===== src/rtl/dss_defines.vh =====
// Purpose : constants for the driver status flag block
// Assumes : included by bare name from rtl/
// Notes   : indices are word indices, byte address is index * 4
`ifndef DSS_DEFINES_VH
`define DSS_DEFINES_VH

// ==========================================================
// register word indices
// ==========================================================
`define DSS_IDX_STATUS    10'h06f
`define DSS_IDX_CTRL      10'h06c
`define DSS_IDX_INT_STAT  10'h07e
`define DSS_IDX_INT_MASK  10'h07f

// ==========================================================
// status word fields
// ==========================================================
`define DSS_BIT_STANDSTILL   31
`define DSS_BIT_OPEN_B       30
`define DSS_BIT_OPEN_A       29
`define DSS_BIT_SHORT_B      28
`define DSS_BIT_SHORT_A      27
`define DSS_BIT_PREWARN      26
`define DSS_BIT_THERMAL      25
`define DSS_BIT_STALL        24
`define DSS_CS_MSB           20
`define DSS_CS_LSB           16
`define DSS_BIT_FULLSTEP     15

// ==========================================================
// interrupt event bits, same layout in status and mask
// ==========================================================
`define DSS_EV_STANDSTILL    0
`define DSS_EV_OPEN_LOAD     1
`define DSS_EV_SHORT         2
`define DSS_EV_THERMAL       3
`define DSS_EV_STALL         4
`define DSS_EV_W             5

// ==========================================================
// reset values, widths and timing
// ==========================================================
`define DSS_STST_CYCLES      21'h100000
`define DSS_OFFT_W           4
`define DSS_OFFT_RST         4'h0
`define DSS_MASK_RST         5'h00
`define DSS_RESP_OKAY        2'h0
`define DSS_RESP_SLVERR      2'h2
`define DSS_WORD_ZERO        32'h00000000

`endif


===== src/rtl/dss_driver_status.v =====
// Purpose : driver status word, driver stage gating and interrupt, on AXI4-Lite
// Assumes : single clock aclk; step and enable pins are asynchronous
// Notes   : detector inputs come from logic on aclk and are not synchronised
//
// Design decision made here: the AXI4-Lite interface to the registers.
`timescale 1ns/1ps
`default_nettype none
`include "dss_defines.vh"

module dss_driver_status #(
  parameter                 ADDR_W      = 12,
  parameter [20:0]          STST_CYCLES = `DSS_STST_CYCLES
) (
  input  wire               aclk,
  input  wire               aresetn,
  // axi4-lite slave
  input  wire [ADDR_W-1:0]  s_axi_awaddr,
  input  wire               s_axi_awvalid,
  output reg                s_axi_awready,
  input  wire [31:0]        s_axi_wdata,
  input  wire [3:0]         s_axi_wstrb,
  input  wire               s_axi_wvalid,
  output reg                s_axi_wready,
  output reg  [1:0]         s_axi_bresp,
  output reg                s_axi_bvalid,
  input  wire               s_axi_bready,
  input  wire [ADDR_W-1:0]  s_axi_araddr,
  input  wire               s_axi_arvalid,
  output reg                s_axi_arready,
  output reg  [31:0]        s_axi_rdata,
  output reg  [1:0]         s_axi_rresp,
  output reg                s_axi_rvalid,
  input  wire               s_axi_rready,
  // pins
  input  wire               step_pin,
  input  wire               driver_enable_n_pin,
  // detectors and driver state, on aclk
  input  wire               open_load_a_det,
  input  wire               open_load_b_det,
  input  wire               short_ground_a_det,
  input  wire               short_ground_b_det,
  input  wire               temp_prewarn_det,
  input  wire               temp_limit_det,
  input  wire [9:0]         load_measure_value,
  input  wire               speed_ctrl_mode,
  input  wire               speed_ctrl_stall,
  input  wire [4:0]         current_scale,
  input  wire               fullstep_active,
  // outputs
  output reg                driver_stage_en,
  output reg  [`DSS_OFFT_W-1:0] chopper_off_time,
  output reg                irq
);

  // ==========================================================
  // helpers
  // ==========================================================
  function hit;
    input [ADDR_W-1:0] addr;
    input [9:0]        idx;
    begin
      hit = (addr[ADDR_W-1:2] == idx[ADDR_W-3:0]) && (addr[1:0] == 2'h0);
    end
  endfunction

  // ==========================================================
  // pin synchronisers
  // ==========================================================
  reg step_s1_ff;
  reg step_s2_ff;
  reg step_s3_ff;
  reg enn_s1_ff;
  reg enn_s2_ff;

  always @(posedge aclk)
  begin
    if (!aresetn)
    begin
      step_s1_ff <= 1'b0;
      step_s2_ff <= 1'b0;
      step_s3_ff <= 1'b0;
      enn_s1_ff  <= 1'b1;
      enn_s2_ff  <= 1'b1;
    end
    else
    begin
      step_s1_ff <= step_pin;
      step_s2_ff <= step_s1_ff;
      step_s3_ff <= step_s2_ff;
      enn_s1_ff  <= driver_enable_n_pin;
      enn_s2_ff  <= enn_s1_ff;
    end
  end

  wire step_edge = step_s2_ff & ~step_s3_ff;

  // ==========================================================
  // flags
  // ==========================================================
  reg  [20:0] idle_cnt_ff;
  reg         standstill_ff;
  reg         open_a_ff;
  reg         open_b_ff;
  reg         short_a_ff;
  reg         short_b_ff;
  reg         prewarn_ff;
  reg         thermal_ff;
  reg         stall_ff;
  reg  [4:0]  cs_ff;
  reg         fullstep_ff;

  // disabling the driver is the only way out of a short latch
  wire drv_off = (chopper_off_time == `DSS_OFFT_RST) | enn_s2_ff;

  always @(posedge aclk)
  begin
    if (!aresetn)
    begin
      idle_cnt_ff   <= 21'h000000;
      standstill_ff <= 1'b0;
      open_a_ff     <= 1'b0;
      open_b_ff     <= 1'b0;
      short_a_ff    <= 1'b0;
      short_b_ff    <= 1'b0;
      prewarn_ff    <= 1'b0;
      thermal_ff    <= 1'b0;
      stall_ff      <= 1'b0;
      cs_ff         <= 5'h00;
      fullstep_ff   <= 1'b0;
    end
    else
    begin
      if (step_edge)
      begin
        idle_cnt_ff   <= 21'h000000;
        standstill_ff <= 1'b0;
      end
      else if (idle_cnt_ff != STST_CYCLES)
      begin
        idle_cnt_ff   <= idle_cnt_ff + 21'h000001;
        standstill_ff <= (idle_cnt_ff + 21'h000001) == STST_CYCLES;
      end
      else
        standstill_ff <= 1'b1;
      open_a_ff <= open_load_a_det;
      open_b_ff <= open_load_b_det;
      // clear wins while the driver is off, the stage is dead anyway
      short_a_ff <= ~drv_off & (short_a_ff | short_ground_a_det);
      short_b_ff <= ~drv_off & (short_b_ff | short_ground_b_det);
      prewarn_ff <= temp_prewarn_det;
      if (temp_limit_det)
        thermal_ff <= 1'b1;
      else if (!temp_prewarn_det)
        thermal_ff <= 1'b0;
      stall_ff <= (load_measure_value == 10'h000) |
                  (speed_ctrl_mode & speed_ctrl_stall);
      cs_ff       <= current_scale;
      fullstep_ff <= fullstep_active;
    end
  end

  // reserved bits tie to zero
  wire [31:0] status_word = {standstill_ff, open_b_ff, open_a_ff,
                             short_b_ff, short_a_ff, prewarn_ff,
                             thermal_ff, stall_ff, 3'h0, cs_ff,
                             fullstep_ff, 15'h0000};

  // ==========================================================
  // driver stage gating
  // ==========================================================
  always @(posedge aclk)
  begin
    if (!aresetn)
      driver_stage_en <= 1'b0;
    else
      // open load deliberately absent here
      driver_stage_en <= ~drv_off & ~short_a_ff & ~short_b_ff
                         & ~thermal_ff;
  end

  // ==========================================================
  // interrupt events
  // ==========================================================
  reg  [`DSS_EV_W-1:0] ev_prev_ff;
  reg  [`DSS_EV_W-1:0] int_stat_ff;
  reg  [`DSS_EV_W-1:0] int_mask_ff;
  wire [`DSS_EV_W-1:0] ev_level;
  wire [`DSS_EV_W-1:0] ev_rise;
  wire                 stat_rd_clr;
  wire                 mask_wr;
  wire [`DSS_EV_W-1:0] mask_wdata;

  assign ev_level[`DSS_EV_STANDSTILL] = standstill_ff;
  assign ev_level[`DSS_EV_OPEN_LOAD]  = open_a_ff | open_b_ff;
  assign ev_level[`DSS_EV_SHORT]      = short_a_ff | short_b_ff;
  assign ev_level[`DSS_EV_THERMAL]    = thermal_ff | prewarn_ff;
  assign ev_level[`DSS_EV_STALL]      = stall_ff;
  assign ev_rise = ev_level & ~ev_prev_ff;

  always @(posedge aclk)
  begin
    if (!aresetn)
    begin
      ev_prev_ff  <= {`DSS_EV_W{1'b0}};
      int_stat_ff <= {`DSS_EV_W{1'b0}};
      int_mask_ff <= `DSS_MASK_RST;
      irq         <= 1'b0;
    end
    else
    begin
      ev_prev_ff <= ev_level;
      // a new event in the clearing cycle survives the read
      int_stat_ff <= (stat_rd_clr ? {`DSS_EV_W{1'b0}} : int_stat_ff) | ev_rise;
      if (mask_wr)
        int_mask_ff <= mask_wdata;
      irq <= |(((stat_rd_clr ? {`DSS_EV_W{1'b0}} : int_stat_ff) | ev_rise)
              & (mask_wr ? mask_wdata : int_mask_ff));
    end
  end

  // ==========================================================
  // axi4-lite write channel
  // ==========================================================
  reg              aw_held_ff;
  reg              w_held_ff;
  reg [ADDR_W-1:0] aw_addr_ff;
  reg [31:0]       w_data_ff;
  reg [3:0]        w_strb_ff;

  wire aw_take = s_axi_awvalid & s_axi_awready;
  wire w_take  = s_axi_wvalid & s_axi_wready;
  wire do_wr   = aw_held_ff & w_held_ff & ~s_axi_bvalid;
  wire wr_ctrl = do_wr & hit(aw_addr_ff, `DSS_IDX_CTRL);
  wire wr_mask = do_wr & hit(aw_addr_ff, `DSS_IDX_INT_MASK);
  wire wr_ro   = do_wr & (hit(aw_addr_ff, `DSS_IDX_STATUS) |
                          hit(aw_addr_ff, `DSS_IDX_INT_STAT));

  assign mask_wr = wr_mask & w_strb_ff[0];
  // held copy, the master may move wdata on once the beat is taken
  assign mask_wdata = w_data_ff[`DSS_EV_W-1:0];

  always @(posedge aclk)
  begin
    if (!aresetn)
    begin
      aw_held_ff       <= 1'b0;
      w_held_ff        <= 1'b0;
      aw_addr_ff       <= {ADDR_W{1'b0}};
      w_data_ff        <= `DSS_WORD_ZERO;
      w_strb_ff        <= 4'h0;
      s_axi_awready    <= 1'b0;
      s_axi_wready     <= 1'b0;
      s_axi_bvalid     <= 1'b0;
      s_axi_bresp      <= `DSS_RESP_OKAY;
      chopper_off_time <= `DSS_OFFT_RST;
    end
    else
    begin
      if (do_wr)
        aw_held_ff <= 1'b0;
      else if (aw_take)
        aw_held_ff <= 1'b1;
      if (do_wr)
        w_held_ff <= 1'b0;
      else if (w_take)
        w_held_ff <= 1'b1;
      if (aw_take)
        aw_addr_ff <= s_axi_awaddr;
      if (w_take)
      begin
        w_data_ff <= s_axi_wdata;
        w_strb_ff <= s_axi_wstrb;
      end
      s_axi_awready <= do_wr | ~(aw_held_ff | aw_take);
      s_axi_wready  <= do_wr | ~(w_held_ff | w_take);
      if (do_wr)
      begin
        s_axi_bvalid <= 1'b1;
        // read-only words swallow writes quietly, holes answer slverr
        s_axi_bresp  <= (wr_ctrl | wr_mask | wr_ro) ? `DSS_RESP_OKAY
                                                    : `DSS_RESP_SLVERR;
      end
      else if (s_axi_bready)
        s_axi_bvalid <= 1'b0;
      if (wr_ctrl & w_strb_ff[0])
        chopper_off_time <= w_data_ff[`DSS_OFFT_W-1:0];
    end
  end

  // ==========================================================
  // axi4-lite read channel
  // ==========================================================
  wire ar_take = s_axi_arvalid & s_axi_arready;
  wire rd_stat = hit(s_axi_araddr, `DSS_IDX_STATUS);
  wire rd_ctrl = hit(s_axi_araddr, `DSS_IDX_CTRL);
  wire rd_ist  = hit(s_axi_araddr, `DSS_IDX_INT_STAT);
  wire rd_msk  = hit(s_axi_araddr, `DSS_IDX_INT_MASK);
  wire nxt_rvalid = ar_take | (s_axi_rvalid & ~s_axi_rready);

  // only the interrupt status clears on read, the status word never
  assign stat_rd_clr = ar_take & rd_ist;

  reg [31:0] nxt_rdata;

  always @*
  begin
    nxt_rdata = `DSS_WORD_ZERO;
    if (rd_stat)
      nxt_rdata = status_word;
    else if (rd_ctrl)
      nxt_rdata[`DSS_OFFT_W-1:0] = chopper_off_time;
    else if (rd_ist)
      nxt_rdata[`DSS_EV_W-1:0] = int_stat_ff;
    else if (rd_msk)
      nxt_rdata[`DSS_EV_W-1:0] = int_mask_ff;
  end

  always @(posedge aclk)
  begin
    if (!aresetn)
    begin
      s_axi_arready <= 1'b0;
      s_axi_rvalid  <= 1'b0;
      s_axi_rdata   <= `DSS_WORD_ZERO;
      s_axi_rresp   <= `DSS_RESP_OKAY;
    end
    else
    begin
      s_axi_arready <= ~nxt_rvalid;
      s_axi_rvalid  <= nxt_rvalid;
      if (ar_take)
      begin
        s_axi_rdata <= nxt_rdata;
        s_axi_rresp <= (rd_stat | rd_ctrl | rd_ist | rd_msk) ? `DSS_RESP_OKAY
                                                             : `DSS_RESP_SLVERR;
      end
    end
  end

endmodule
`default_nettype wire

===== config.mk =====
export PLATFORM = sky130hd
export DESIGN_NAME = dss_driver_status
export DESIGN_NICKNAME = d
export VERILOG_FILES = /design/src/rtl/dss_driver_status.v
export VERILOG_INCLUDE_DIRS = /design/src /design/src/rtl
export SDC_FILE = /design/constraint.sdc
export NUM_CORES = 1
export LEC_CHECK = 0
export BUFFER_PORTS_ARGS = -buffer_cell sky130_fd_sc_hd__buf_2
export CAP_MARGIN = 10
export CORE_ASPECT_RATIO = 0.6
export CORE_MARGIN = 1.5
export CORE_UTILIZATION = 45
export DETAILED_ROUTE_END_ITERATION = 6
export PLACE_DENSITY_LB_ADDON = 0.08
export SYNTH_ARGS = -nofsm -noshare
export SYNTH_HDL_FRONTEND = slang
export SYNTH_SLANG_ARGS = --single-unit

===== constraint.sdc =====
create_clock -name aclk -period 4.5 [get_ports aclk]
set_clock_uncertainty 0.15 [all_clocks]
set_input_delay 0 -clock aclk [delete_from_list [all_inputs] [get_ports aclk]]
set_output_delay 0 -clock aclk [all_outputs]
set_load 0.02 [all_outputs]

==> results.sh, run 1 <==
export IMPL_status="completed"
export IMPL_max_slew_worst_pin_slew_ns=0.8500
export IMPL_route_detailed_drc=0
export IMPL_critical_path_required_ns=4.55
export IMPL_drt_pass1_iter_count=4
export IMPL_timing_critical_path_fanout_max=18
export IMPL_clock_latency_ns=0.34
export IMPL_maxClockFrequency_mhz=395.5
export IMPL_clk_root_buffer_cell="clkbuf_16"
export IMPL_detail_route_iter0_violations=180
export IMPL_chipHeight_um=80.68
export IMPL_initial_core_util_pct=46.14
export IMPL_setup_violations_final=0
export IMPL_drive_gt1_share_pct=22.92
export IMPL_antenna_left=0
export IMPL_finalNonFillerCells=772
export IMPL_grt_pass1_wl_um=17140
export IMPL_clkTransAtPathRegs_ns=0.07
export IMPL_category_of_the_worst_setup_path_capture_point="register"
export IMPL_setup_total_negative_slack_ns=0
export IMPL_clockBufferDepth=2
export IMPL_finalWirelength_um=10480
export IMPL_final_nets=727
export IMPL_multi_input_area_mm2=0.002177
export IMPL_synthTopCellsByArea="dfxtp_1 47%, nand2_1 6.5%, a21oi_1 4.3%, and2_1 3.7%, nor2_1 3.6%"
export IMPL_cap_violations=0
export IMPL_vdd_ir_drop_max_mv=0.2603
export IMPL_synth_seq_cells=107
export IMPL_detail_route_vias_per_cell=4.937
export IMPL_first_global_vias=3558
export IMPL_static_leakage_power_nw=2.320
export IMPL_nFillCells=898
export IMPL_post_dp_hpwl_um=7271
export IMPL_io_pins=140
export IMPL_io_buffer_count=94
export IMPL_cts_htree_levels=3
export IMPL_antenna_cells_inserted=0
export IMPL_timing_worst_setup_path_type="reg -> reg"
export IMPL_tritoncts_num_sinks=107
export IMPL_groute_usage_overall_pct=20.34
export IMPL_leading_cell_types_by_count_after_synthesis="107 x dfxtp_1, 78 x nand2_1, 44 x nor2_1"
export IMPL_synthArstFlopShare_pct=0
export IMPL_cell_count_after_synthesis=506
export IMPL_placed_cells_incl_taps=711
export IMPL_final_seq_area_mm2=0.002142
export IMPL_avgRoutedWirePerCell_um=13.57
export IMPL_report_final_slew_viol_count=0
export IMPL_finalHoldViolCount=0
export IMPL_synth_area_per_cell_um2=8.944
export IMPL_holdCritPathClass="in -> reg"
export IMPL_gpl_final_weighted_congestion=0.8199
export IMPL_syn_area_mm2=0.004526
export IMPL_synth_top_cell_area_share_pct=47.33
export IMPL_routed_via_count=3811
export IMPL_die_w_um=132.5
export IMPL_yosys_cell_count_top_type="dfxtp_1"
export IMPL_cp_data_arrival_time_ns=2.58
export IMPL_setup_repair_after_global_routing_missed_its_margin="no"
export IMPL_largest_net_degree_at_the_start_of_global_routing=41
export IMPL_ys_flop_type="dfxtp_1"
export IMPL_ys_warnings_count=0
export IMPL_coreArea_mm2=0.009809
export IMPL_grt_remaining_overflow=0
export IMPL_post_synth_top_area_cell="dfxtp_1"
export IMPL_number_of_antenna_violations_at_the_first_check_in_global_routing=0
export IMPL_die_area_mm2=0.01069
export IMPL_p_per_area_mw_per_mm2=342.0
export IMPL_critical_path_source_type="register"
export IMPL_number_of_flops_mapped_to_enable_cells_by_yosys=0
export IMPL_final_setup_worst_slack_ns=1.971
export IMPL_tritoncts="built"
export IMPL_post_cts_setup_buffers=0
export IMPL_cts_made_buffers=9
export IMPL_setup_slack_after_placement_ns=1.978
export IMPL_slew_limit_headroom_pct=43.33
export IMPL_final_period_utilization_pct=56.19
export IMPL_fin_total_pwr_mw=1.971
export IMPL_period_needed_ns=2.529
export IMPL_cts_repair_resizes=0
export IMPL_areaGrowthSynthToFinish_pct=27.32
export IMPL_synth_lib_cells_used_distinct=58
export IMPL_placement_rows=28
export IMPL_synth_seq_area_share_pct=47.33
export IMPL_worst_hold_slack_ns=0.05317
export IMPL_holdBufCountCts=45
## worst max-delay path: stages (launching register included)
cell and delay, ns:
dfxtp_1 0.38, nor3_2 0.25, and3_1 0.19, nand4_1 0.14
nor4_4 0.42, or2_1 0.72, nor2_1 0.12
## metal layers
metal / track usage (%) / up-vias / share of wire (%)
met5: 0 / - / 0
met4: 4.615 / 0 / 0.52
met3: 5.177 / 4 / 5.3
met2: 31.47 / 115 / 42
met1: 28.54 / 1766 / 52
li1: - / 1926 / -
## final timing paths
| check | slack [ns] | start | end | depth (start not counted) |
|---|---|---|---|---|
| hold reg to reg | 0.26 | enn_s1_ff | enn_s2_ff | 1 |
| setup / recovery | 1.97 | idle_cnt_ff[3] | idle_cnt_ff[3] | 6 |
| setup reg to reg | 1.97 | idle_cnt_ff[3] | idle_cnt_ff[3] | 6 |
| hold / removal | 0.05 | s_axi_wvalid | w_data_ff[4] | 4 |
## kinds of logic (layout without fill, tap and decap cells)
kind of cell / Yosys count / after routing / share of synthesized area [%]
AND/OR/NAND/NOR: 231 / 231 / 27.04
flip-flops: 107 / 107 / 47.33
AO/OA/AOI/OAI: 72 / 72 / 9.815
buffers and inverters: 48 / 165 / 5.723
XOR/XNOR: 27 / 27 / 5.225
multiplexers: 18 / 18 / 4.230
adder cells (fa/ha/maj): 2 / 2 / 0.5529
other: 1 / 15 / 0.08286
## layout by cell type (no fill, tap or decap), types with 3 or more instances in the layout
master / n
dlygate4sd3_1: 45
o2bb2ai_1: 3
clkbuf_16: 9
and3_1: 3
mux2i_1: 12
and2_1: 27
dfxtp_1: 107
inv_1: 8
xor2_1: 16
nor2_1: 44
mux2_2: 5
nand2b_1: 6
conb_1: 15
o21ai_0: 8
a21oi_1: 39
nand2_1: 78
nor4_1: 5
nand4_1: 7
nor3_1: 4
nand3_2: 3
nor2_2: 10
buf_2: 94
xnor2_1: 11
a2bb2oi_1: 8
nand3_1: 17
or2_2: 4
## report_power, final
| group | leakage, nW | total, mW | switching, mW | internal (mW) |
|---|---|---|---|---|
| combinational | 1.30 | 0.166 | 0.0894 | 0.0770 |
| sequential | 0.871 | 0.994 | 0.0195 | 0.975 |
| clock | 0.150 | 0.810 | 0.357 | 0.453 |
## registers in the layout, summed over array words and instances, names as in the netlist, 4 cells and up
signal and cells:
int_stat_ff 5, cs_ff 5, w_data_ff 5, s_axi_rdata 19
idle_cnt_ff 21, chopper_off_time 4, int_mask_ff 5, aw_addr_ff 12
ev_prev_ff 5
## per-stage QoR
| step | utilization (%) | instance area (um^2) |
|---|---|---|
| after floorplan | - | 4578 |
| after global placement | 50.97 | 5000 |
| after detailed placement | 50.97 | 5000 |
| after CTS | 58.74 | 5762 |
| after global routing | 58.74 | 5762 |
| final | 58.74 | 5762 |
## cell type report
type                    instances  area share, %
multi-input cells             365          37.79
flip-flops and latches        107          37.18
repair buffers                140          16.11
clock buffers                  10          4.148
well taps                     135          2.932
clock inverters                 6          1.259
inverters                       9         0.5863
Power figures use the tool's default switching activity.
==> run 2, diff against run 1 <==
--- a/config.mk
+++ b/config.mk
@@ -6,6 +6,7 @@
 export SDC_FILE = /design/constraint.sdc
 export NUM_CORES = 1
 export LEC_CHECK = 0
+export ABC_AREA = 1
 export BUFFER_PORTS_ARGS = -buffer_cell sky130_fd_sc_hd__buf_2
 export CAP_MARGIN = 10
 export CORE_ASPECT_RATIO = 0.6
==> constraint.sdc (replaced) <==
create_clock -name aclk -period 2.2 [get_ports aclk]
set_clock_uncertainty 0.15 [all_clocks]
set_input_delay 0 -clock aclk [delete_from_list [all_inputs] [get_ports aclk]]
set_output_delay 0 -clock aclk [all_outputs]
set_load 0.02 [all_outputs]
==> run 2 against run 1 <==
Sequential share of layout area is 1.4 points lower. Flip-flop and latch count unchanged. Via count is 21% higher. Synthesized cell count up 29%. Design area is 4.0% higher. Wire length is 18% higher. Non-clock buffer count grew 5.
==> results.sh, run 2 <==
export IMPL_status="completed"
export IMPL_tritoncts="built"
export IMPL_timing_worst_setup_path_type="in -> reg"
export IMPL_coreArea_mm2=0.009985
export IMPL_cp_num_cells=7
export IMPL_initial_core_util_pct=46.99
export IMPL_placement_rows=28
export IMPL_setup_slack_after_placement_ns=0.1566
export IMPL_finalWirelength_um=12330
export IMPL_cp_data_arrival_time_ns=2.24
export IMPL_largest_net_degree_at_the_start_of_global_routing=50
export IMPL_clock_latency_ns=0.34
export IMPL_critical_path_required_ns=2.32
export IMPL_cts_made_buffers=9
export IMPL_cap_violations=0
export IMPL_clkTransAtPathRegs_ns=0.07
export IMPL_number_of_flops_mapped_to_enable_cells_by_yosys=0
export IMPL_yosys_cell_count_top_type="nand2_1"
export IMPL_period_needed_ns=2.120
export IMPL_io_buffer_count=94
export IMPL_category_of_the_worst_setup_path_capture_point="register"
export IMPL_critical_path_slowest_cell="dlygate4sd3_1"
export IMPL_setup_repair_after_global_routing_missed_its_margin="no"
export IMPL_detail_route_vias_per_cell=4.965
export IMPL_grt_remaining_overflow=0
export IMPL_ys_warnings_count=0
export IMPL_drive_gt1_share_pct=17.34
export IMPL_groute_usage_overall_pct=22.54
export IMPL_cp_num_buf_inv=4
export IMPL_route_detailed_drc=0
export IMPL_max_reg_flops=21
export IMPL_first_global_vias=4079
export IMPL_critical_path_source_type="primary input"
export IMPL_setup_total_negative_slack_ns=0
export IMPL_final_util_pct=60.00
export IMPL_synth_lib_cells_used_distinct=35
export IMPL_max_slew_worst_pin_slew_ns=0.6880
export IMPL_worst_path_most_repeated_cell="dlygate4sd3_1"
export IMPL_detail_route_iter0_violations=321
export IMPL_grt_pass1_wl_um=19550
export IMPL_synth_area_per_cell_um2=7.174
export IMPL_die_area_mm2=0.01107
export IMPL_tritoncts_num_sinks=107
export IMPL_drt_pass1_iter_count=5
export IMPL_final_setup_worst_slack_ns=0.08008
export IMPL_vdd_ir_drop_max_mv=0.4036
export IMPL_largest_registers="idle_cnt_ff (21), s_axi_rdata (19), aw_addr_ff (12)"
export IMPL_holdCritPathClass="in -> reg"
export IMPL_antenna_left=0
export IMPL_synthTopCellsByArea="dfxtp_1 46%, nand2_1 9.9%, nor2_1 9.0%, inv_1 6.6%, o21ai_0 5.5%"
export IMPL_p_per_area_mw_per_mm2=682.2
export IMPL_finalHoldViolCount=0
export IMPL_mostFrequentLayoutCell="nand2_1"
export IMPL_chipHeight_um=82.10
export IMPL_routed_via_count=4627
export IMPL_synth_seq_cells=107
export IMPL_post_dp_hpwl_um=8789
export IMPL_timing_critical_path_fanout_max=5
export IMPL_synth_top_cell_area_share_pct=45.65
export IMPL_delay_heaviest_family_cp="buffers and inverters"
export IMPL_gpl_final_weighted_congestion=0.9431
export IMPL_areaGrowthSynthToFinish_pct=27.68
export IMPL_nFillCells=938
export IMPL_maxClockFrequency_mhz=471.7
export IMPL_largest_register="idle_cnt_ff"
export IMPL_cell_count_after_synthesis=654
export IMPL_cp_cell_sequence="dlygate4sd3_1, buf_2, nor2_2, dlygate4sd3_1, nand4_1, dlygate4sd3_1, a31oi_1"
export IMPL_layout_cells_most_common_list="124 x nand2_1, 112 x nor2_1, 107 x dfxtp_1, 94 x buf_2, 82 x inv_1"
export IMPL_slew_limit_headroom_pct=54.08
export IMPL_final_period_utilization_pct=96.36
export IMPL_synthArstFlopShare_pct=0
export IMPL_avgRoutedWirePerCell_um=13.23
export IMPL_whs_path_depth=5
export IMPL_clockBufferDepth=2
export IMPL_io_pins=140
export IMPL_post_cts_setup_buffers=0
export IMPL_synth_seq_area_share_pct=45.65
export IMPL_die_w_um=134.8
export IMPL_ys_flop_type="dfxtp_1"
export IMPL_setup_violations_final=0
export IMPL_worstRegToRegCells=10
export IMPL_clk_root_buffer_cell="clkbuf_16"
export IMPL_final_nets=886
export IMPL_cts_htree_levels=3
export IMPL_number_of_antenna_violations_at_the_first_check_in_global_routing=3
export IMPL_static_leakage_power_nw=2.727
export IMPL_leading_cell_types_by_count_after_synthesis="124 x nand2_1, 112 x nor2_1, 107 x dfxtp_1"
export IMPL_report_final_slew_viol_count=0
export IMPL_syn_area_mm2=0.004692
export IMPL_post_synth_top_area_cell="dfxtp_1"
export IMPL_max_stage_delay_ns=0.67
run 2: what timing repair did:
| action | 4_1_cts | 5_1_grt |
|---|---|---|
| resized for setup | 0 | 1 |
| hold endpoints to repair | 44 | 0 |
| endpoints found under the setup margin | 0 | 1 |
| hold buffers | 46 | 0 |
run 2: worst reg2reg max path: stages, from the launching register on:
cell,delay (ns)
dfxtp_1,0.56
nand2_2,0.12
nor2_4,0.18
nand3_2,0.17
nor2_2,0.13
nand2_1,0.06
nand2_1,0.12
nand3_1,0.09
nor2_1,0.13
nand3_1,0.10
a21oi_2,0.12
run 2: path summary, 6_finish.rpt:
path	slack, ns	start	endpoint
max	0.08	s_axi_araddr[10]	s_axi_rdata[4]
min	0.04	s_axi_arvalid	s_axi_rdata[1]
max reg2reg	0.20	idle_cnt_ff[2]	standstill_ff
min reg2reg	0.27	step_s1_ff	step_s2_ff
run 2: through the flow:
stage,std cells,instance area [um^2],hold slack (ns),power [mW]
after global placement,869,5234,0.03222,2.461
after CTS,931,5986,0.02343,4.122
after global routing,932,5991,0.06826,4.241
after floorplan,668,4745,-0.05237,2.347
after detailed placement,869,5234,0.03274,2.469
final,932,5991,0.03518,4.087
run 2: area by class of cell:
| cell class | count | area [um^2] | area share (%) |
|---|---|---|---|
| Antenna cell | 1 | 2.502 | 0.04177 |
| Clock buffer | 10 | 229.0 | 3.822 |
| Clock inverter | 6 | 62.56 | 1.044 |
| Inverter | 84 | 315.3 | 5.263 |
| Multi-Input combinational cell | 444 | 2102 | 35.09 |
| Sequential cell | 107 | 2142 | 35.76 |
| Tap cell | 135 | 168.9 | 2.820 |
| Timing Repair Buffer | 145 | 968.4 | 16.17 |
run 2: cell families after synthesis:
group	Yosys count	synth area share, %
simple gates	332	31.81
buf+inv	117	10.72
flops	107	45.65
compound gates	93	10.83
xor+xnor	2	0.3734
fa+ha+maj	2	0.5332
other cells	1	0.07992
run 2: per-layer routing:
layer | GRT usage (%) | routed length [um] | vias to the layer above
met4 | 5.914 | 118 | 2
met3 | 6.838 | 1046 | 14
met2 | 33.49 | 4968 | 169
li1 | - | - | 2349
met1 | 31.85 | 6191 | 2093
met5 | 0 | 7 | -
run 2: where the power goes:
| group | leakage, nW | internal [mW] | total (mW) | switching [mW] |
|---|---|---|---|---|
| clock | 0.147 | 0.886 | 1.60 | 0.711 |
| sequential | 0.874 | 2.02 | 2.06 | 0.0474 |
| combinational | 1.71 | 0.177 | 0.427 | 0.250 |
==> run 3, diff against run 2 <==
--- a/config.mk
+++ b/config.mk
@@ -9,7 +9,6 @@
 export ABC_AREA = 1
 export BUFFER_PORTS_ARGS = -buffer_cell sky130_fd_sc_hd__buf_2
 export CAP_MARGIN = 10
-export CORE_ASPECT_RATIO = 0.6
 export CORE_MARGIN = 1.5
 export CORE_UTILIZATION = 45
 export DETAILED_ROUTE_END_ITERATION = 6
==> run 3 against run 2 <==
First-iteration DRC count decreased by 25%. Critical path depth is the same. Maximum frequency increased by 2.2%. Combinational power hardly changed. Clock power is 19% lower. Die area is 0.18% lower. Worst hold slack improved by 0.013 ns. Core utilization fell by 1.6 points. Largest power group unchanged.
==> results.sh, run 3 (same netlist as run 2, synthesis figures left out) <==
export IMPL_status="completed"
export IMPL_finalWirelength_um=10990
export IMPL_tritoncts_num_sinks=107
export IMPL_setup_violations_final=0
export IMPL_post_cts_setup_buffers=0
export IMPL_route_detailed_drc=0
export IMPL_timing_worst_setup_path_type="in -> reg"
export IMPL_die_w_um=105.1
export IMPL_placed_area_mm2=0.005235
export IMPL_groute_usage_overall_pct=20.19
export IMPL_routed_via_count=4526
export IMPL_largest_registers="idle_cnt_ff (21), s_axi_rdata (19), aw_addr_ff (12)"
export IMPL_timing_critical_path_fanout_max=5
export IMPL_p_int_mw=2.762
export IMPL_cts_made_buffers=9
export IMPL_layout_cells_most_common_list="124 x nand2_1, 112 x nor2_1, 107 x dfxtp_1, 94 x buf_2, 82 x inv_1"
export IMPL_report_final_slew_viol_count=0
export IMPL_clkTransAtPathRegs_ns=0.11
export IMPL_detail_route_vias_per_cell=4.825
export IMPL_drt_pass1_iter_count=4
export IMPL_gpl_final_weighted_congestion=0.8404
export IMPL_clock_latency_ns=0.37
export IMPL_finalHoldViolCount=0
export IMPL_category_of_the_worst_setup_path_capture_point="register"
export IMPL_critical_path_slowest_cell="dlygate4sd3_1"
export IMPL_drive_gt1_share_pct=17.33
export IMPL_vdd_ir_drop_max_mv=0.4418
export IMPL_number_of_antenna_violations_at_the_first_check_in_global_routing=0
export IMPL_final_period_utilization_pct=94.30
export IMPL_slew_limit_headroom_pct=54.47
export IMPL_grt_pass1_wl_um=18090
export IMPL_clockBufferDepth=2
export IMPL_critical_path_required_ns=2.36
export IMPL_multi_input_area_mm2=0.002102
export IMPL_p_per_area_mw_per_mm2=632.9
export IMPL_nFillCells=995
export IMPL_first_global_vias=4097
export IMPL_worst_path_most_repeated_cell="dlygate4sd3_1"
export IMPL_setup_repair_after_global_routing_missed_its_margin="no"
export IMPL_areaGrowthSynthToFinish_pct=27.28
export IMPL_tritoncts="built"
export IMPL_chipHeight_um=105.1
export IMPL_cap_violations=0
export IMPL_setup_total_negative_slack_ns=0
export IMPL_fin_total_pwr_mw=3.780
export IMPL_mostFrequentLayoutCell="nand2_1"
export IMPL_final_setup_worst_slack_ns=0.1253
export IMPL_max_reg_flops=21
export IMPL_setup_slack_after_placement_ns=0.2274
export IMPL_grt_remaining_overflow=0
export IMPL_largest_net_degree_at_the_start_of_global_routing=50
export IMPL_clk_root_buffer_cell="clkbuf_8"
export IMPL_timing_reg2reg_setup_slack_ns=0.26
export IMPL_avgRoutedWirePerCell_um=11.71
export IMPL_max_stage_delay_ns=0.65
export IMPL_cp_cell_sequence="dlygate4sd3_1, buf_2, nor2_2, dlygate4sd3_1, nand4_1, dlygate4sd3_1, a31oi_1"
export IMPL_post_dp_hpwl_um=7902
export IMPL_clock_power_share_pct=34.1
export IMPL_detail_route_iter0_violations=242
export IMPL_coreArea_mm2=0.01023
export IMPL_power_sequential_fraction_pct=54.5
export IMPL_cts_htree_levels=3
export IMPL_final_seq_area_mm2=0.002142
export IMPL_maxClockFrequency_mhz=482.0
export IMPL_post_route_cell_area_mm2=0.005972
export IMPL_io_buffer_count=94
export IMPL_holdCritPathClass="in -> reg"
export IMPL_period_needed_ns=2.075
export IMPL_static_leakage_power_nw=2.727
export IMPL_antenna_cells_inserted=0
export IMPL_switching_share_pct=26.92
export IMPL_largest_register="idle_cnt_ff"
export IMPL_die_area_mm2=0.01105
export IMPL_placement_rows=37
export IMPL_final_nets=892
export IMPL_switchingPower_mw=1.018
export IMPL_max_slew_worst_pin_slew_ns=0.6822
export IMPL_antenna_left=0
export IMPL_io_pins=140
export IMPL_cp_data_arrival_time_ns=2.23
export IMPL_critical_path_source_type="primary input"
export IMPL_initial_core_util_pct=45.86
export IMPL_power_combinational_fraction_pct=11.4
[run 3: power by group through the flow]
stage | Sequential, mW | Combinational, mW | Clock (mW)
3_5_place_dp | 2.11 | 0.358 | 0
6_report | 2.06 | 0.430 | 1.29
3_3_place_gp | 2.10 | 0.351 | 0
2_1_floorplan | 2.12 | 0.222 | 0
5_1_grt | 2.07 | 0.481 | 1.40
4_1_cts | 2.06 | 0.430 | 1.33
[run 3: timing repair]
item / CTS / global route
resized for setup: 0 / 1
setup endpoints to repair: 0 / 1
endpoints found under the hold margin: 54 / 0
hold buffers: 52 / 0
[run 3: worst paths after layout]
| check | cells after the start | start | endpoint |
|---|---|---|---|
| worst max-delay path | 7 | s_axi_araddr[11] | s_axi_rdata[4] |
| worst min register to register | 2 | step_s1_ff | step_s2_ff |
| worst max register to register | 11 | idle_cnt_ff[1] | standstill_ff |
| worst min-delay path | 4 | s_axi_wvalid | w_strb_ff[0] |
[run 3: layout make-up]
| cell class | instances | area share, % |
|---|---|---|
| inverter | 84 | 5.280 |
| sequential | 107 | 35.87 |
| tap | 136 | 2.849 |
| multi-input combinational | 444 | 35.20 |
| timing repair buffer | 151 | 17.22 |
| clock buffer | 9 | 2.074 |
| clock inverter | 7 | 1.508 |
[run 3: routing by layer]
metal | routed length, um | vias to the layer above | track usage [%]
met5 | 0 | - | 0
met3 | 460 | 19 | 3.805
met4 | 185 | 0 | 6.556
li1 | - | 2351 | -
met1 | 5143 | 2050 | 25.91
met2 | 5195 | 106 | 34.08
[run 3: worst max-delay path, delay by kind of cell]
family,cells,cell delay (ns)
buf+inv,4,1.90
compound gates,1,0.12
simple gates,2,0.21
[run 3: stage by stage]
stage	hold slack, ns	utilization [%]	std cells
floorplan	-0.05237	-	668
global placement	0.03117	51.17	870
detailed placement	0.03404	51.17	870
CTS	0.03557	58.35	938
global route	0.08869	58.37	938
finish	0.04842	58.37	938
